<file path="src/verilog/rlpc_cfg.svh">
// Register map, field positions and timing counts of the colour LED PWM block
`ifndef RLPC_CFG_SVH
`define RLPC_CFG_SVH

`define RLPC_ADDR_CTRL   8'h00
`define RLPC_ADDR_COLOUR 8'h01

`define RLPC_BIT_PWM_EN  7
`define RLPC_BIT_MASTER  6
`define RLPC_BIT_SINK_OR_SWITCH_SELECT   5
`define RLPC_BIT_RED     3
`define RLPC_BIT_GREEN   2
`define RLPC_BIT_BLUE    1
`define RLPC_BIT_OVL     0
`define RLPC_COL_HI      7
`define RLPC_COL_LO      4
`define RLPC_BR_HI       3
`define RLPC_BR_LO       1

`define RLPC_CTRL_RST    8'h20
`define RLPC_COLOUR_RST  8'h00
`define RLPC_CTRL_MASK   8'hee
`define RLPC_BR_FULL     3'h7

// Colour units per frame; thirds, quarters and halves divide it exactly
`define RLPC_FRAME_UNITS 192
`define RLPC_FRAME_CYC   12288
`define RLPC_UNIT_FULL   8'hc0
`define RLPC_UNIT_3Q     8'h90
`define RLPC_UNIT_HALF   8'h60
`define RLPC_UNIT_THIRD  8'h40
`define RLPC_UNIT_QUART  8'h30

`endif

</file>
<file path="src/verilog/rlpc_pkg.sv">
// Types shared by the colour LED PWM block
package rlpc_pkg;
    typedef logic [7:0] rlpc_byte_t;
    typedef logic [2:0] rlpc_chan_t;
    typedef enum logic [1:0] {
        RLPC_DARK     = 2'b00,
        RLPC_DIRECT   = 2'b01,
        RLPC_OVERLAP  = 2'b10,
        RLPC_SPLIT    = 2'b11
    } rlpc_drive_t;
endpackage

</file>
<file path="src/verilog/rlpc_internal_pwm_enable.sv">
// Colour LED output control: registers, PWM frame and output drive
`timescale 1ns/100ps
`include "rlpc_cfg.svh"

module rlpc_internal_pwm_enable #(
    parameter int FRAME_CYC = `RLPC_FRAME_CYC
) (
    // Clock and reset
    input  wire logic               clk,
    input  wire logic               reset,
    // Register port of the host interface
    input  wire logic               reg_wr,
    input  wire logic [7:0]         reg_addr,
    input  wire rlpc_pkg::rlpc_byte_t reg_wdata,
    output rlpc_pkg::rlpc_byte_t    reg_rdata,
    // External PWM pin and its per-channel selects
    input  wire logic               ext_pwm_pin,
    input  wire rlpc_pkg::rlpc_chan_t ext_pwm_sel,
    // Colour outputs
    output logic                    red_sink_out,
    output logic                    green_sink_out,
    output logic                    blue_sink_out,
    output logic                    sink_or_switch_select
);
    import rlpc_pkg::*;

    localparam int UNIT_CYC_I = FRAME_CYC / `RLPC_FRAME_UNITS;
    localparam logic [13:0] UNIT_CYC = 14'(UNIT_CYC_I);
    localparam logic [13:0] FRAME_LAST = 14'(FRAME_CYC - 1);
    localparam logic [13:0] FRAME_LEN = 14'(FRAME_CYC);

    // Register file
    rlpc_byte_t ctrl_ff, nxt_ctrl;
    rlpc_byte_t colour_ff, nxt_colour;
    rlpc_byte_t rdata_ff, nxt_rdata;

    always_comb begin
        nxt_ctrl = ctrl_ff;
        nxt_colour = colour_ff;
        nxt_rdata = 8'h00;
        if (reg_wr && reg_addr == `RLPC_ADDR_CTRL) begin
            nxt_ctrl = reg_wdata & `RLPC_CTRL_MASK;
        end
        if (reg_wr && reg_addr == `RLPC_ADDR_COLOUR) begin
            nxt_colour = reg_wdata;
        end
        // Unmapped addresses read as zero
        if (reg_addr == `RLPC_ADDR_CTRL) begin
            nxt_rdata = ctrl_ff;
        end else if (reg_addr == `RLPC_ADDR_COLOUR) begin
            nxt_rdata = colour_ff;
        end
    end

    always_ff @(posedge clk) begin
        if (reset) begin
            ctrl_ff <= `RLPC_CTRL_RST;
            colour_ff <= `RLPC_COLOUR_RST;
            rdata_ff <= 8'h00;
        end else begin
            ctrl_ff <= nxt_ctrl;
            colour_ff <= nxt_colour;
            rdata_ff <= nxt_rdata;
        end
    end

    assign reg_rdata = rdata_ff;

    // Field decode
    logic       pwm_en;
    logic       master_en;
    logic       overlap_select;
    logic [3:0] colour_code;
    logic [2:0] bright_code;
    rlpc_chan_t chan_en;

    assign pwm_en = ctrl_ff[`RLPC_BIT_PWM_EN];
    assign master_en = ctrl_ff[`RLPC_BIT_MASTER];
    assign chan_en = {ctrl_ff[`RLPC_BIT_RED], ctrl_ff[`RLPC_BIT_GREEN],
                      ctrl_ff[`RLPC_BIT_BLUE]};
    assign overlap_select = colour_ff[`RLPC_BIT_OVL];
    assign colour_code = colour_ff[`RLPC_COL_HI:`RLPC_COL_LO];
    assign bright_code = colour_ff[`RLPC_BR_HI:`RLPC_BR_LO];

    // External pin synchroniser; a change counts once stages two and three agree
    logic s1_ff, s2_ff, s3_ff, ext_ff;
    logic nxt_ext;

    always_comb begin
        nxt_ext = ext_ff;
        if (s2_ff == s3_ff) begin
            nxt_ext = s3_ff;
        end
    end

    always_ff @(posedge clk) begin
        if (reset) begin
            s1_ff <= 1'b0;
            s2_ff <= 1'b0;
            s3_ff <= 1'b0;
            ext_ff <= 1'b0;
        end else begin
            s1_ff <= ext_pwm_pin;
            s2_ff <= s1_ff;
            s3_ff <= s2_ff;
            ext_ff <= nxt_ext;
        end
    end

    // Colour code to slot lengths in frame units
    function automatic logic [23:0] colour_units(input logic [3:0] code);
        logic [7:0] f, q3, h, t, q;
        f = `RLPC_UNIT_FULL;
        q3 = `RLPC_UNIT_3Q;
        h = `RLPC_UNIT_HALF;
        t = `RLPC_UNIT_THIRD;
        q = `RLPC_UNIT_QUART;
        unique case (code)
            4'h0: colour_units = {f, 8'h00, 8'h00};
            4'h1: colour_units = {8'h00, f, 8'h00};
            4'h2: colour_units = {8'h00, 8'h00, f};
            4'h3: colour_units = {h, h, 8'h00};
            4'h4: colour_units = {8'h00, h, h};
            4'h5: colour_units = {h, 8'h00, h};
            4'h6: colour_units = {t, t, t};
            4'h7: colour_units = {h, q, q};
            4'h8: colour_units = {q, h, q};
            4'h9: colour_units = {q, h, q};
            4'ha: colour_units = {q, q, h};
            4'hb: colour_units = {q3, q, 8'h00};
            4'hc: colour_units = {8'h00, q3, q};
            4'hd: colour_units = {q, q3, 8'h00};
            4'he: colour_units = {8'h00, q, q3};
            4'hf: colour_units = {q, 8'h00, q3};
        endcase
    endfunction

    // Slot boundaries, scaled by brightness so the frame length never changes
    logic [23:0] units;
    logic [2:0]  shift;
    logic [13:0] r_len, g_len, b_len;
    logic [13:0] r_end, g_end, b_end;
    logic [13:0] duty_end;

    assign units = colour_units(colour_code);
    assign shift = `RLPC_BR_FULL - bright_code;
    assign r_len = (14'(units[23:16]) * UNIT_CYC) >> shift;
    assign g_len = (14'(units[15:8]) * UNIT_CYC) >> shift;
    assign b_len = (14'(units[7:0]) * UNIT_CYC) >> shift;
    assign r_end = r_len;
    assign g_end = r_end + g_len;
    assign b_end = g_end + b_len;
    assign duty_end = FRAME_LEN >> shift;

    // Frame counter and output drive
    logic [13:0] pos_ff, nxt_pos;
    rlpc_drive_t drive;
    rlpc_chan_t  pat, gated;
    logic        in_bright;
    logic        red_ff, green_ff, blue_ff, mode_ff;

    always_comb begin
        if (!master_en) begin
            drive = RLPC_DARK;
        end else if (!pwm_en) begin
            drive = RLPC_DIRECT;
        end else if (overlap_select) begin
            drive = RLPC_OVERLAP;
        end else begin
            drive = RLPC_SPLIT;
        end
    end

    always_comb begin
        // Code 000 is fully off even though the shifted ends are nonzero
        in_bright = bright_code != 3'h0;
        unique case (drive)
            RLPC_DARK: pat = 3'h0;
            RLPC_DIRECT: pat = chan_en;
            // Colour code is not looked at here
            RLPC_OVERLAP: pat = chan_en & {3{in_bright && pos_ff < duty_end}};
            RLPC_SPLIT: pat = chan_en & {3{in_bright}} &
                              {pos_ff < r_end,
                               pos_ff >= r_end && pos_ff < g_end,
                               pos_ff >= g_end && pos_ff < b_end};
        endcase
    end

    // Selected channels are gated by the external pin, active high
    for (genvar i = 0; i < 3; i++) begin : g_ext
        assign gated[i] = ext_pwm_sel[i] ? (pat[i] & ext_ff) : pat[i];
    end

    always_comb begin
        nxt_pos = pos_ff + 14'h0001;
        if (!pwm_en || !master_en || pos_ff == FRAME_LAST) begin
            nxt_pos = 14'h0000;
        end
    end

    always_ff @(posedge clk) begin
        if (reset) begin
            pos_ff <= 14'h0000;
            red_ff <= 1'b0;
            green_ff <= 1'b0;
            blue_ff <= 1'b0;
            mode_ff <= 1'b1;
        end else begin
            pos_ff <= nxt_pos;
            red_ff <= gated[2];
            green_ff <= gated[1];
            blue_ff <= gated[0];
            mode_ff <= ctrl_ff[`RLPC_BIT_SINK_OR_SWITCH_SELECT];
        end
    end

    assign red_sink_out = red_ff;
    assign green_sink_out = green_ff;
    assign blue_sink_out = blue_ff;
    assign sink_or_switch_select = mode_ff;
endmodule // rlpc_internal_pwm_enable

</file>
<file path="config.mk">
export PLATFORM = sky130hd
export DESIGN_NAME = rlpc_internal_pwm_enable
export DESIGN_NICKNAME = d
export VERILOG_FILES = /design/src/verilog/rlpc_pkg.sv /design/src/verilog/rlpc_internal_pwm_enable.sv
export VERILOG_INCLUDE_DIRS = /design/src /design/src/verilog
export SDC_FILE = /design/constraint.sdc
export NUM_CORES = 1
export LEC_CHECK = 0
export ABC_CLOCK_PERIOD_IN_PS = 6900
export BUFFER_PORTS_ARGS = -buffer_cell sky130_fd_sc_hd__buf_2
export CAP_MARGIN = 20
export CORE_MARGIN = 5
export CORE_UTILIZATION = 65
export CTS_CLUSTER_DIAMETER = 50
export DETAILED_ROUTE_END_ITERATION = 8
export PLACE_DENSITY_LB_ADDON = 0.2
export SETUP_SLACK_MARGIN = 0.1
export SYNTH_ARGS = -nofsm -noshare
export SYNTH_HDL_FRONTEND = slang
export SYNTH_SLANG_ARGS = --single-unit
</file>
<file path="constraint.sdc">
create_clock -name clk -period 6.9 [get_ports clk]
set_input_delay 0.69 -clock clk [delete_from_list [all_inputs] [get_ports clk]]
set_output_delay 0.69 -clock clk [all_outputs]
set_load 0.03 [all_outputs]
</file>
==> metrics.md <==
| Metric | Value |
|---|---|
| Post-DP HPWL | `about 9400 um` |
| Seq/Total Area, Yosys | `between 20% and 30%` |
| Final net count | `696` |
| Worst Path Buf+Inv | `2` |
| Final setup violation count | `0` |
| Min Hold Slack | `between 0.4 and 0.5 ns` |
| CTS Root Buffer Type | `clkbuf_8` |
| Cts bufs inserted | `5` |
| First-pass GRT wire length | `19180 um` |
| Reg-to-Reg End | `blue_sink_out` |
| Antenna cells | `0` |
| R2R depth | `20` |
| Outcome | `finished, final reports clean` |
| Peak supply drop | `~0.085 mV` |
| PD cells | `106.9 mW/mm2` |
| Unrepaired setup endpoints after global routing | `false` |
| Layout cells sized above 1 | `approximately a tenth` |
| Vias after detailed routing | `4196` |
| RR Startpoint | `colour_ff[3]` |
| Crit path DAT | `between 5 and 6 ns` |
| Fmax | `185.8 MHz` |
| CTS tree | `built` |
| Average wire per standard cell | `between 15 and 20 um` |
| Worst path required time | `roughly 7 ns` |
| Cell Rows | `31` |
| Initial Utilization | `65.53%` |
| Crit path cell chain | `clkinv_1 > nor2_1 > inv_1 > o21ai_0 > ha_1 > o211ai_1 > a21oi_1 > nor2b_1 > xnor2_1 > ha_1 > or2_2 > o31a_1 > a31o_2 > a21oi_1 > xor2_1 > ha_1 > nand4_1 > a211oi_1 > and3b_1 > o2bb2ai_1` |
| Overflow after GRT | `0` |
| Hold Path Class | `register to register` |
| CTS sink cnt | `between 50 and 60` |
| Number of cells on the critical path | `20` |
| Worst Setup SP | `colour_ff[3]` |
| Die height | `94.83 um` |
| Synth Register Bits | `56` |
| Final period utilization | `roughly four fifths` |
| R2R Setup Slk | `about 1.5 ns` |
| Most frequent cells in the layout | `ha_1 (71), nand2_1 (60), nor2_1 (60)` |
| H-tree depth | `2` |
| CTS resizes | `0` |
| Setup crit end | `blue_sink_out` |
| Number of distinct library cells after synthesis | `67` |
| GPL Wtd Cong | `between 0.9 and 1` |
| Largest net degree at the start of global routing | `28` |
| Worst setup SP type | `register` |
| Worst Setup Path Type | `register to register` |
| Hold Vio Cnt, Final | `0` |
| Area Overhead vs Synth | `6.287%` |
| Chip width | `94.83 um` |
| Max_cap viols | `0` |
| Worst slew pin tran | `a little over 0.9 ns` |
| Vias per cell | `between 5 and 6` |
| Min Tclk post-route | `about 5.4 ns` |
| Crit-path max FO | `22` |
| Most used cell, CP | `ha_1` |
| Pins over their slew limit | `0` |
| Syn Nets | `671` |
| GRT Total Usage | `27.03%` |
| EDFF count, synth | `0` |
| Slowest stage delay, CP | `0.77 ns` |
| Slew headroom | `between 30% and 40%` |
| Ys async rst share | `0%` |
| Skew-Pair Late Insertion Delay | `slightly above 0.3 ns` |
| Number of remaining DRC errors | `0` |
| Post-route ant nets | `0` |
| Core area | `between 0.007 and 0.008 mm2` |
| Pleak | `between 2 and 2.5 nW` |
| Most used DFF post-synth | `dfxtp_1` |
| Clock buffer depth | `2` |
| Clock transition at path regs | `approximately 0.11 ns` |
| Pre-Repair DR Iteration Count | `5` |
| Initial antenna violation count | `0` |
| Num ports | `35` |
| Hold Buf Count CTS | `0` |
| Die area | `0.008992 mm2` |
| Slowest cell on crit path | `dfxtp_1` |
| Vias in the first global route | `slightly below 4000` |
| Cell family with most CP delay | `compound AO/OA/AOI/OAI gates` |
| # port buffers | `34` |
| Clock skew | `around 0.0092 ns` |
| Area of the mapped netlist | `roughly 0.0047 mm2` |
| Mapped Cells | `~580` |
| Sum Neg Setup Slack | `0 ns` |
| 1st-iter DRT viols | `~210` |
| Setup crit end kind | `register` |
| Post-CTS Setup Bufs | `0` |
| Yosys warns | `0` |
| Most common cell after layout, fill and taps aside | `ha_1` |
| Detailed Route WL | `11750 um` |
| Fillcell total | `640` |
| Avg Cell Area, Syn | `approximately 8.1 um2` |
synth_stat cells (all sizes together), types with 2 or more instances:
library cell / instances / area share (%)
a21oi: 37 / 4.0
o21a: 5 / 0.80
and3: 7 / 0.96
ha: 71 / 19
a22oi: 5 / 0.80
or2: 6 / 0.80
nand4: 5 / 0.99
clkbuf: 6 / 0.48
a22o: 9 / 1.7
xnor2: 13 / 2.4
dfxtp: 56 / 24
or3: 5 / 0.67
nor2: 60 / 4.8
mux2: 2 / 0.48
nand2: 60 / 4.8
and2: 11 / 1.5
a21o: 10 / 1.6
xor2: 18 / 3.4
nor2b: 6 / 0.80
o21ai: 15 / 1.6
o31ai: 3 / 0.48
and4: 2 / 0.37
a211o: 3 / 0.56
nand3: 15 / 1.6
fa: 2 / 0.86
nor3: 9 / 1.1
mux2i: 20 / 4.5
o2111ai: 2 / 0.37
inv: 43 / 3.5
nor4: 3 / 0.72
a31o: 2 / 0.37
a211oi: 7 / 1.1
o22ai: 11 / 1.5
a31oi: 2 / 0.27
nand2b: 7 / 0.94
buf: 10 / 1.4
o211ai: 8 / 1.3
worst min-delay path by stage:
stage,slack [ns],endpoint,startpoint,cells past startpoint
2_1_floorplan,0.41,s2_ff,s1_ff,1
4_1_cts,0.46,s2_ff,s1_ff,1
3_3_place_gp,0.42,s2_ff,s1_ff,1
5_1_grt,0.47,s2_ff,s1_ff,1
3_5_place_dp,0.43,s2_ff,s1_ff,1
6_report,0.45,s2_ff,s1_ff,1
power by group:
part | switching (W) | internal [W]
registers | 0.000000682 | 0.000324
clock network | 0.000115 | 0.0000729
logic | 0.0000107 | 0.00000819
total | 0.000126 | 0.000405
registers in the layout (all words and copies together), names as in the netlist, 6 cells and up:
signal / count
reg_rdata: 8
units: 12
colour_ff: 8
ctrl_ff: 6
pos_ff: 14
cell type report:
type                       instances  area (um2)  area share (%)
inverter                          44       167.7           3.373
multi-input combinational        459        3302           66.42
tap                               99       123.9           2.492
clock inverter                     2       13.76          0.2769
timing repair buffer              34       170.2           3.423
clock buffer                       6       72.57           1.460
sequential                        56        1121           22.55
logic make-up after synthesis:
group	share of synthesized area, %
compound gates	18.70
xor+xnor	5.805
fa+ha+maj	19.85
buf+inv	5.430
flops	23.97
mux	5.029
simple gates	21.21
per-layer routing:
layer | wire length, um | part of all wire (%) | vias up | global-route usage [%]
li1 | - | - | 2088 | -
met1 | 5104 | 43 | 1972 | 33.95
met2 | 5869 | 50 | 122 | 48.74
met3 | 607 | 5.2 | 14 | 3.586
met4 | 167 | 1.4 | 0 | 6.250
met5 | 0 | 0 | - | 0
worst register-to-register path, cell delays in order, from the launching register on:
cell,delay [ns]
dfxtp_1,0.77
clkinv_1,0.47
nor2_1,0.47
inv_1,0.17
o21ai_0,0.28
ha_1,0.26
o211ai_1,0.12
a21oi_1,0.26
nor2b_1,0.10
xnor2_1,0.21
ha_1,0.28
or2_2,0.32
o31a_1,0.13
a31o_2,0.25
a21oi_1,0.20
xor2_1,0.10
ha_1,0.30
nand4_1,0.09
a211oi_1,0.17
and3b_1,0.20
o2bb2ai_1,0.12
per-stage QoR:
stage          cells  setup WS [ns]   power, W  cell area [um2]  utilization (%)
2_1_floorplan    575          2.447  0.0003406             4677                -
3_3_place_gp     692          1.908  0.0003502             4885            68.44
3_5_place_dp     692          1.694  0.0003510             4885            68.44
4_1_cts          700          1.661  0.0005366             4971            69.65
5_1_grt          700          1.139  0.0005517             4971            69.65
6_report         700          1.518  0.0005312             4971            69.65
Note: power is estimated with default switching activity, not from simulation.
